`src/hdl/slr_pkg.sv`:
```
// Constants shared by the lane configuration register bank
package slr_pkg;

    // ------------------------------------------------------------------
    // Bus and data widths
    // ------------------------------------------------------------------
    localparam int ADDR_W = 10;
    localparam int DATA_W = 8;
    localparam int LANE_W = 32;   // Parallel word width of one serial lane
    localparam int NUM_LANES = 8;

    // ------------------------------------------------------------------
    // Register offsets
    // ------------------------------------------------------------------
    localparam logic [9:0] LANE6_TERM_OFS  = 10'h2C1;
    localparam logic [9:0] LANE7_TERM_OFS  = 10'h2C2;
    localparam logic [9:0] LINK_CTRL_OFS   = 10'h300;
    localparam logic [9:0] MEAS_LAT_OFS    = 10'h302;
    localparam logic [9:0] FIXED_DELAY_OFS = 10'h304;
    localparam logic [9:0] READOUT_POS_OFS = 10'h306;
    localparam logic [9:0] CROSSBAR01_OFS  = 10'h308;

    // ------------------------------------------------------------------
    // Field positions
    // ------------------------------------------------------------------
    localparam int TERM_SIGN_BIT = 3;
    localparam int LINK_EN_BIT   = 0;
    localparam int LANE1_SRC_LSB = 3;
    localparam int LANE1_SRC_MSB = 5;

    // ------------------------------------------------------------------
    // Reset values
    // ------------------------------------------------------------------
    localparam logic [3:0] TERM_OFS_RST    = 4'h0;
    localparam logic       LINK_EN_RST     = 1'b0;
    localparam logic [4:0] MEAS_LAT_RST    = 5'h00;
    localparam logic [4:0] FIXED_DELAY_RST = 5'h00;
    localparam logic [4:0] READOUT_POS_RST = 5'h1F;
    localparam logic [2:0] LANE1_SRC_RST   = 3'h1;

    // ------------------------------------------------------------------
    // Timing: clock-enable dividers from the 200 MHz core clock
    // ------------------------------------------------------------------
    localparam logic [3:0] PCLK_DIV  = 4'h4;  // Core cycles per parallel clock
    localparam logic [3:0] FRAME_DIV = 4'h2;  // Core cycles per frame clock
    localparam logic [4:0] COUNT_MAX = 5'h1F;

    // Latency measurement states
    typedef enum logic {
        SLR_LAT_IDLE,
        SLR_LAT_COUNT
    } slr_lat_state_t;

endpackage : slr_pkg

```
`src/hdl/slr_term_adjust.sv`:
```
// Sign-magnitude adjustment of one lane's calibrated termination code
`timescale 1ns/1ps

module slr_term_adjust (
    input  wire logic       clock,
    input  wire logic       rst_n,
    input  wire logic [2:0] cal_code,
    input  wire logic [3:0] offset,
    output logic      [2:0] term_code
);
    import slr_pkg::*;

    logic [2:0] term_code_next;
    logic [3:0] sum;

    // ------------------------------------------------------------------
    // Add or subtract the magnitude, clamped to the 3-bit code range
    // ------------------------------------------------------------------
    always_comb begin
        sum = 4'h0;
        if (offset[TERM_SIGN_BIT]) begin
            if (cal_code < offset[2:0]) begin
                term_code_next = 3'h0;  // Clamp rather than wrap to high value
            end else begin
                term_code_next = cal_code - offset[2:0];
            end
        end else begin
            sum = {1'b0, cal_code} + {1'b0, offset[2:0]};
            term_code_next = sum[3] ? 3'h7 : sum[2:0];
        end
    end

    // Registered so the analog trim sees a glitch-free code
    always_ff @(posedge clock or negedge rst_n) begin
        if (!rst_n) begin
            term_code <= 3'h0;
        end else begin
            term_code <= term_code_next;
        end
    end
endmodule : slr_term_adjust

```
`src/hdl/slr_lane_config.sv`:
```
// Receiver lane configuration and status register bank
//
// Added by the designer: the strobed register port.
`timescale 1ns/1ps

// Operation
// - Separate 4-bit offsets trim lanes six, seven
// - Offset top bit subtracts, low three magnitude
// - Link enable starts receiver after full setup
// - Report measured link latency in parallel clocks
// - Delay global multiframe clock by frame cycles
// - Buffer read-out at programmed multiframe position
// - Three-bit selector picks logical lane one source
// - Lane one selector resets to input one
module slr_lane_config (
    input  wire logic                        clock,
    input  wire logic                        rst_n,
    input  wire logic [slr_pkg::ADDR_W-1:0]  addr,
    input  wire logic [slr_pkg::DATA_W-1:0]  wr_data,
    input  wire logic                        wr_en,
    input  wire logic                        rd_en,
    output logic      [slr_pkg::DATA_W-1:0]  rd_data,
    input  wire logic [2:0]                  lane6_cal_code,
    input  wire logic [2:0]                  lane7_cal_code,
    output logic      [2:0]                  lane6_term_code,
    output logic      [2:0]                  lane7_term_code,
    output logic                             link_enable,
    input  wire logic                        global_lmfc,
    input  wire logic                        deframer_lmfc,
    output logic                             global_lmfc_delayed,
    output logic                             buffer_readout,
    input  wire logic [slr_pkg::LANE_W-1:0]  serial_input_0,
    input  wire logic [slr_pkg::LANE_W-1:0]  serial_input_1,
    input  wire logic [slr_pkg::LANE_W-1:0]  serial_input_2,
    input  wire logic [slr_pkg::LANE_W-1:0]  serial_input_3,
    input  wire logic [slr_pkg::LANE_W-1:0]  serial_input_4,
    input  wire logic [slr_pkg::LANE_W-1:0]  serial_input_5,
    input  wire logic [slr_pkg::LANE_W-1:0]  serial_input_6,
    input  wire logic [slr_pkg::LANE_W-1:0]  serial_input_7,
    output logic      [slr_pkg::LANE_W-1:0]  logical_lane1
);
    import slr_pkg::*;

    // ------------------------------------------------------------------
    // Software registers
    // ------------------------------------------------------------------
    logic [3:0]     term6_reg,        term6_next;
    logic [3:0]     term7_reg,        term7_next;
    logic           link_en_reg,      link_en_next;
    logic [4:0]     fixed_delay_reg,  fixed_delay_next;
    logic [4:0]     readout_pos_reg,  readout_pos_next;
    logic [2:0]     lane1_src_reg,    lane1_src_next;
    logic [4:0]     meas_lat_reg,     meas_lat_next;
    logic [7:0]     rd_data_reg,      rd_data_next;

    // Store only the defined fields; reserved bits are never held
    always_comb begin
        term6_next       = term6_reg;
        term7_next       = term7_reg;
        link_en_next     = link_en_reg;
        fixed_delay_next = fixed_delay_reg;
        readout_pos_next = readout_pos_reg;
        lane1_src_next   = lane1_src_reg;
        if (wr_en) begin
            if (addr == LANE6_TERM_OFS) begin
                term6_next = wr_data[3:0];
            end else if (addr == LANE7_TERM_OFS) begin
                term7_next = wr_data[3:0];
            end else if (addr == LINK_CTRL_OFS) begin
                link_en_next = wr_data[LINK_EN_BIT];
            end else if (addr == FIXED_DELAY_OFS) begin
                fixed_delay_next = wr_data[4:0];
            end else if (addr == READOUT_POS_OFS) begin
                // Not range-checked: software keeps this within limit
                readout_pos_next = wr_data[4:0];
            end else if (addr == CROSSBAR01_OFS) begin
                lane1_src_next = wr_data[LANE1_SRC_MSB:LANE1_SRC_LSB];
            end
        end
    end

    // Read data stands one cycle after the strobe, zero otherwise
    always_comb begin
        rd_data_next = 8'h00;
        if (rd_en) begin
            if (addr == LANE6_TERM_OFS) begin
                rd_data_next = {4'h0, term6_reg};
            end else if (addr == LANE7_TERM_OFS) begin
                rd_data_next = {4'h0, term7_reg};
            end else if (addr == LINK_CTRL_OFS) begin
                rd_data_next = {7'h00, link_en_reg};
            end else if (addr == MEAS_LAT_OFS) begin
                rd_data_next = {3'h0, meas_lat_reg};
            end else if (addr == FIXED_DELAY_OFS) begin
                rd_data_next = {3'h0, fixed_delay_reg};
            end else if (addr == READOUT_POS_OFS) begin
                rd_data_next = {3'h0, readout_pos_reg};
            end else if (addr == CROSSBAR01_OFS) begin
                rd_data_next = {2'h0, lane1_src_reg, 3'h0};
            end
        end
    end

    always_ff @(posedge clock or negedge rst_n) begin
        if (!rst_n) begin
            term6_reg       <= TERM_OFS_RST;
            term7_reg       <= TERM_OFS_RST;
            link_en_reg     <= LINK_EN_RST;
            fixed_delay_reg <= FIXED_DELAY_RST;
            readout_pos_reg <= READOUT_POS_RST;
            lane1_src_reg   <= LANE1_SRC_RST;
            rd_data_reg     <= 8'h00;
        end else begin
            term6_reg       <= term6_next;
            term7_reg       <= term7_next;
            link_en_reg     <= link_en_next;
            fixed_delay_reg <= fixed_delay_next;
            readout_pos_reg <= readout_pos_next;
            lane1_src_reg   <= lane1_src_next;
            rd_data_reg     <= rd_data_next;
        end
    end

    assign rd_data     = rd_data_reg;
    assign link_enable = link_en_reg;

    // ------------------------------------------------------------------
    // Parallel and frame clock enables from free-running dividers
    // ------------------------------------------------------------------
    logic [3:0] pclk_div_reg,  pclk_div_next;
    logic [3:0] frame_div_reg, frame_div_next;
    logic       pclk_en;
    logic       frame_en;

    assign pclk_en  = (pclk_div_reg == PCLK_DIV - 4'h1);
    assign frame_en = (frame_div_reg == FRAME_DIV - 4'h1);

    always_comb begin
        pclk_div_next  = pclk_en  ? 4'h0 : pclk_div_reg + 4'h1;
        frame_div_next = frame_en ? 4'h0 : frame_div_reg + 4'h1;
    end

    always_ff @(posedge clock or negedge rst_n) begin
        if (!rst_n) begin
            pclk_div_reg  <= 4'h0;
            frame_div_reg <= 4'h0;
        end else begin
            pclk_div_reg  <= pclk_div_next;
            frame_div_reg <= frame_div_next;
        end
    end

    // ------------------------------------------------------------------
    // Link timing: fixed delay, latency measurement, buffer read-out
    // ------------------------------------------------------------------
    logic [4:0]     dly_cnt_reg,    dly_cnt_next;
    logic           dly_busy_reg,   dly_busy_next;
    logic           glob_dly_reg,   glob_dly_next;
    slr_lat_state_t lat_state_reg,  lat_state_next;
    logic [4:0]     lat_cnt_reg,    lat_cnt_next;
    logic [4:0]     rx_phase_reg,   rx_phase_next;
    logic           readout_reg,    readout_next;

    // A new global edge restarts the delay; an idle link clears the delay busy flag, latency state and receive phase
    always_comb begin
        dly_cnt_next   = dly_cnt_reg;
        dly_busy_next  = dly_busy_reg;
        glob_dly_next  = 1'b0;
        lat_state_next = lat_state_reg;
        lat_cnt_next   = lat_cnt_reg;
        meas_lat_next  = meas_lat_reg;
        rx_phase_next  = rx_phase_reg;
        readout_next   = 1'b0;
        if (!link_en_reg) begin
            dly_busy_next  = 1'b0;
            lat_state_next = SLR_LAT_IDLE;
            rx_phase_next  = 5'h00;
        end else begin
            // Fixed delay counted in frame clock cycles
            if (global_lmfc) begin
                if (fixed_delay_reg == 5'h00) begin
                    glob_dly_next = 1'b1;
                    dly_busy_next = 1'b0;
                end else begin
                    dly_cnt_next  = fixed_delay_reg;
                    dly_busy_next = 1'b1;
                end
            end else if (dly_busy_reg && frame_en) begin
                dly_cnt_next = dly_cnt_reg - 5'h01;
                if (dly_cnt_reg == 5'h01) begin
                    glob_dly_next = 1'b1;
                    dly_busy_next = 1'b0;
                end
            end
            // Latency from delayed global edge to deframer edge
            case (lat_state_reg)
                SLR_LAT_IDLE: begin
                    if (glob_dly_reg) begin
                        lat_cnt_next   = 5'h00;
                        lat_state_next = SLR_LAT_COUNT;
                    end
                end
                SLR_LAT_COUNT: begin
                    if (deframer_lmfc) begin
                        meas_lat_next  = lat_cnt_reg;
                        lat_state_next = SLR_LAT_IDLE;
                    end else if (glob_dly_reg) begin
                        lat_cnt_next = 5'h00;  // Newest global edge is the reference
                    end else if (pclk_en && lat_cnt_reg != COUNT_MAX) begin
                        lat_cnt_next = lat_cnt_reg + 5'h01;
                    end
                end
                default: lat_state_next = SLR_LAT_IDLE;
            endcase
            // Receive multiframe phase; read-out at programmed position
            if (deframer_lmfc) begin
                rx_phase_next = 5'h00;
            end else if (pclk_en && rx_phase_reg != COUNT_MAX) begin
                rx_phase_next = rx_phase_reg + 5'h01;
            end
            readout_next = pclk_en && (rx_phase_reg == readout_pos_reg);
        end
    end

    always_ff @(posedge clock or negedge rst_n) begin
        if (!rst_n) begin
            dly_cnt_reg   <= 5'h00;
            dly_busy_reg  <= 1'b0;
            glob_dly_reg  <= 1'b0;
            lat_state_reg <= SLR_LAT_IDLE;
            lat_cnt_reg   <= 5'h00;
            meas_lat_reg  <= MEAS_LAT_RST;
            rx_phase_reg  <= 5'h00;
            readout_reg   <= 1'b0;
        end else begin
            dly_cnt_reg   <= dly_cnt_next;
            dly_busy_reg  <= dly_busy_next;
            glob_dly_reg  <= glob_dly_next;
            lat_state_reg <= lat_state_next;
            lat_cnt_reg   <= lat_cnt_next;
            meas_lat_reg  <= meas_lat_next;
            rx_phase_reg  <= rx_phase_next;
            readout_reg   <= readout_next;
        end
    end

    assign global_lmfc_delayed = glob_dly_reg;
    assign buffer_readout      = readout_reg;

    // ------------------------------------------------------------------
    // Crossbar for logical lane 1
    // ------------------------------------------------------------------
    logic [LANE_W-1:0] lanes [NUM_LANES];
    logic [LANE_W-1:0] lane1_reg, lane1_next;

    assign lanes[0] = serial_input_0;
    assign lanes[1] = serial_input_1;
    assign lanes[2] = serial_input_2;
    assign lanes[3] = serial_input_3;
    assign lanes[4] = serial_input_4;
    assign lanes[5] = serial_input_5;
    assign lanes[6] = serial_input_6;
    assign lanes[7] = serial_input_7;

    always_comb begin
        lane1_next = lanes[lane1_src_reg];
    end

    always_ff @(posedge clock or negedge rst_n) begin
        if (!rst_n) begin
            lane1_reg <= '0;
        end else begin
            lane1_reg <= lane1_next;
        end
    end

    assign logical_lane1 = lane1_reg;

    // ------------------------------------------------------------------
    // Termination trim, one instance each for lanes six and seven
    // ------------------------------------------------------------------
    slr_term_adjust u_term6 (
        .clock     (clock),
        .rst_n     (rst_n),
        .cal_code  (lane6_cal_code),
        .offset    (term6_reg),
        .term_code (lane6_term_code)
    );

    slr_term_adjust u_term7 (
        .clock     (clock),
        .rst_n     (rst_n),
        .cal_code  (lane7_cal_code),
        .offset    (term7_reg),
        .term_code (lane7_term_code)
    );
endmodule : slr_lane_config

```
`config.mk`:
```
export PLATFORM = sky130hd
export DESIGN_NAME = slr_lane_config
export DESIGN_NICKNAME = d
export VERILOG_FILES = /design/src/hdl/slr_pkg.sv /design/src/hdl/slr_term_adjust.sv /design/src/hdl/slr_lane_config.sv
export SDC_FILE = /design/constraint.sdc
export NUM_CORES = 1
export LEC_CHECK = 0
export BUFFER_PORTS_ARGS = -buffer_cell sky130_fd_sc_hd__buf_2
export CAP_MARGIN = 20
export CORE_AREA = 4 4 127 129
export CTS_CLUSTER_DIAMETER = 80
export DETAILED_ROUTE_END_ITERATION = 8
export DIE_AREA = 0 0 131 133
export HOLD_SLACK_MARGIN = 0.05
export PLACE_DENSITY = 0.76
export SKIP_LAST_GASP = 1
export SLEW_MARGIN = 0
export SYNTH_ARGS = -nofsm -noshare
export SYNTH_HDL_FRONTEND = slang
export SYNTH_SLANG_ARGS = --single-unit
```
`constraint.sdc`:
```
create_clock -name clock -period 2.4 [get_ports clock]
set_input_delay 0.12 -clock clock [delete_from_list [all_inputs] [get_ports clock]]
set_output_delay 0.12 -clock clock [all_outputs]
set_load 0.01 [all_outputs]
```
==> flow_summary.json <==
{
  "drt-total-wl_mm": 21.0,
  "drive_gt1_share_pct": 58.5,
  "power_switching_mw": 0.921,
  "async_reset_ff_share_pct": 100,
  "setup_violations": 0,
  "syn_to_final_growth_pct": 34.1,
  "grt_pass1_vias": 5820,
  "p_clk_share_pct": 38.7,
  "power_density_nw_per_um2": 446,
  "dpl-instance-area_um2": 8200,
  "yosys_most_used_dff": "dfrtp_1",
  "antenna_found_initial": 3,
  "start_util_pct": 42.4,
  "antenna_left": 0,
  "cts_setup_buffers": 0,
  "h-tree-depth": 3,
  "leakagePower_nw": 4.01,
  "cts_buffer_depth": 2,
  "ys_seq_area_share_pct": 38.6,
  "vdd_drop_max_uv": 343,
  "clk_latency_ns": 0.34,
  "r2r_cells": 3,
  "worst_ep_required_time_ns": 2.63,
  "tightest_slew_ns": 0.690,
  "cts_resized": 0,
  "synth-edff-count": 0,
  "gp_congestion": 0.944,
  "clockRootBuffer": "clkbuf_16",
  "grt_max_degree": 67,
  "cp_slowest_stage_delay_ns": 0.72,
  "clk_pin_slew_ns": 0.07,
  "status": "completed",
  "port_buffers": 330,
  "layout.cells.non_filler": 998,
  "r2r_start": "lane1_src_reg[0]$_DFFE_PN1P_",
  "numCtsBuffers": 9,
  "path_class": "flop to flop",
  "start_kind": "flop",
  "synth_top_area_cell": "dfrtp_1",
  "endpoint": "logical_lane1[9]$_DFF_PN0_",
  "rsz0062_at_grt": "false",
  "intPower_mw": 2.89,
  "crit_start": "lane1_src_reg[0]$_DFFE_PN1P_",
  "dieArea_um2": 17400,
  "vias_per_cell": 5.46,
  "max_cap_violations": 0,
  "ys_types": 56,
  "ys_top_cells_by_area": "dfrtp_1 36%, mux4_2 23%, mux2_2 7.1%, ha_1 3.7%, mux2_1 3.7%",
  "dp.cells": 976,
  "worstPathCellList": "buf_12 > mux4_2 > mux2_2",
  "yosys_warnings": 0,
  "timing.fmax_mhz": 503,
  "cts.sinks": 98,
  "stdcell_area_um2": 8540,
  "grt_first_pass_wirelength_mm": 31.7,
  "seq_power_share_pct": 44.9,
  "maxSlewViolCount": 0,
  "drt_pass1_iterations": 6,
  "num-fill-cells": 1299,
  "synth_top_area_share_pct": 36.1,
  "die_h_um": 133,
  "drc_errors": 0,
  "post-route-period-util_pct": 82.8,
  "crit_fanout": 28,
  "crit_slowest_cell": "dfstp_4",
  "gr-total-overflow": 0,
  "p_sw_share_pct": 24.2,
  "fin_nets": 1111,
  "grt_usage_pct": 24.1,
  "via_count": 5453,
  "endpoint_kind": "flop",
  "pin_count": 335,
  "cts_hold_buf": 3,
  "skew_ns": 0.00688,
  "seq_area_um2": 2460,
  "r2r_slack_ns": 0.41,
  "num_rows": 45,
  "syn-instance-count": 479,
  "combPwrFrac_pct": 16.3,
  "setup_tns_ns": 0,
  "cts_tree": "yes",
  "core-area_um2": 15000,
  "synth_seq_cells": 98,
  "total_power_mw": 3.81,
  "timing.final.ws_setup_ns": 0.413,
  "rr_endpoint": "logical_lane1[9]$_DFF_PN0_",
  "die_x_um": 131,
  "dp_hpwl_mm": 17.4,
  "maxSlewHeadroom_pct": 54.0,
  "wl_per_cell_um": 21.1,
  "hold_viol": 0,
  "syn_area_um2": 6370,
  "min_period_ns": 1.99,
  "post_synth.cell_area_avg_um2": 13.3,
  "multi_input_area_um2": 3650,
  "largest_reg_flops": 32,
  "dr.first_iter.drc_count": 292,
  "dp_slack_ns": 0.394,
  "cp_data_arrival_time_ns": 2.21,
  "worst_hold_path_type": "primary input to flop"
}
power by group through the flow:
stage,logic (mW),registers (mW),clock network [mW]
floorplan,0.236,1.76,0
global placement,0.608,1.74,0
detailed placement,0.622,1.74,0
CTS,0.629,1.71,1.53
global route,0.685,1.71,1.59
finish,0.623,1.71,1.48
critical path, delay by kind of cell (launching register included):
kind     cells  cell delay (ns)
flops        1             0.72
buf+inv      1             0.25
mux          2             0.88
synth_stat cells, types with 3 or more instances:
master	instances
dfrtp_1	92
mux4_2	65
mux2_2	40
inv_1	25
nor2_1	24
mux2_1	21
ha_1	19
nand2_1	16
buf_2	13
nand3_1	10
o21ai_0	10
clkbuf_1	9
a21oi_1	8
xnor2_1	8
a22o_1	7
a22oi_1	7
and3_1	7
nor2b_1	7
xor2_1	7
dfstp_2	6
buf_6	5
a41oi_1	4
and2_1	4
fa_1	4
mux2i_1	4
nand2b_1	4
nand4_1	4
nor4_1	4
a21o_1	3
buf_4	3
nand3b_1	3
nor4b_1	3
o21bai_1	3
metal layers:
metal	GRT usage (%)	up-vias	part of all wire, %
li1	-	2474	-
met1	31.1	2734	39
met2	39.2	218	50
met3	8.40	25	8.8
met4	5.54	2	1.9
met5	0	-	0.062
worst min-delay path by stage:
stage	startpoint	to	slack, ns	cells after the start
6_report	wr_data[2]	fixed_delay_reg[2]$_DFFE_PN0P_	0.09	2
5_1_grt	wr_data[0]	term7_reg[0]$_DFFE_PN0P_	0.07	2
4_1_cts	wr_data[3]	term6_reg[3]$_DFFE_PN0P_	0.08	2
3_5_place_dp	rst_n	u_term6.term_code[0]$_DFF_PN0_	0.20	1
3_3_place_gp	rst_n	u_term6.term_code[1]$_DFF_PN0_	0.20	1
2_1_floorplan	rst_n	buffer_readout$_DFF_PN0_	-0.18	0
cell usage in the layout (no fill, tap or decap), types with 8 or more instances in the layout:
| master | count |
|---|---|
| ha_1 | 19 |
| a21oi_1 | 8 |
| dfrtp_1 | 91 |
| o21ai_0 | 10 |
| mux2_2 | 40 |
| inv_1 | 25 |
| xnor2_1 | 8 |
| nor2_1 | 24 |
| mux2_1 | 21 |
| buf_2 | 329 |
| mux4_2 | 65 |
| clkbuf_16 | 9 |
| nand2_1 | 16 |
| nand3_1 | 10 |
through the flow:
step                      utilization [%]  hold slack [ns]
after detailed placement             54.6            0.203
final                                56.8           0.0880
after floorplan                         -           -0.176
after global placement               54.6            0.199
after global routing                 56.8           0.0724
after CTS                            56.8           0.0752
cell type report:
class	instances	share of cell area [%]
multi-input combinational	327	42.7
sequential	98	28.8
timing repair buffer	341	21.0
clock buffer	11	2.84
tap	188	2.75
inverter	25	1.10
clock inverter	5	0.703
antenna	3	0.0879
cells by family after synthesis:
| kind of cell | synth area share [%] |
|---|---|
| compound gates | 6.56 |
| xor+xnor | 2.06 |
| fa+ha+maj | 4.99 |
| buf+inv | 4.26 |
| flops | 38.6 |
| mux | 34.4 |
| other cells | 0.0588 |
| simple gates | 9.11 |
(Power assumes the default switching activity.)
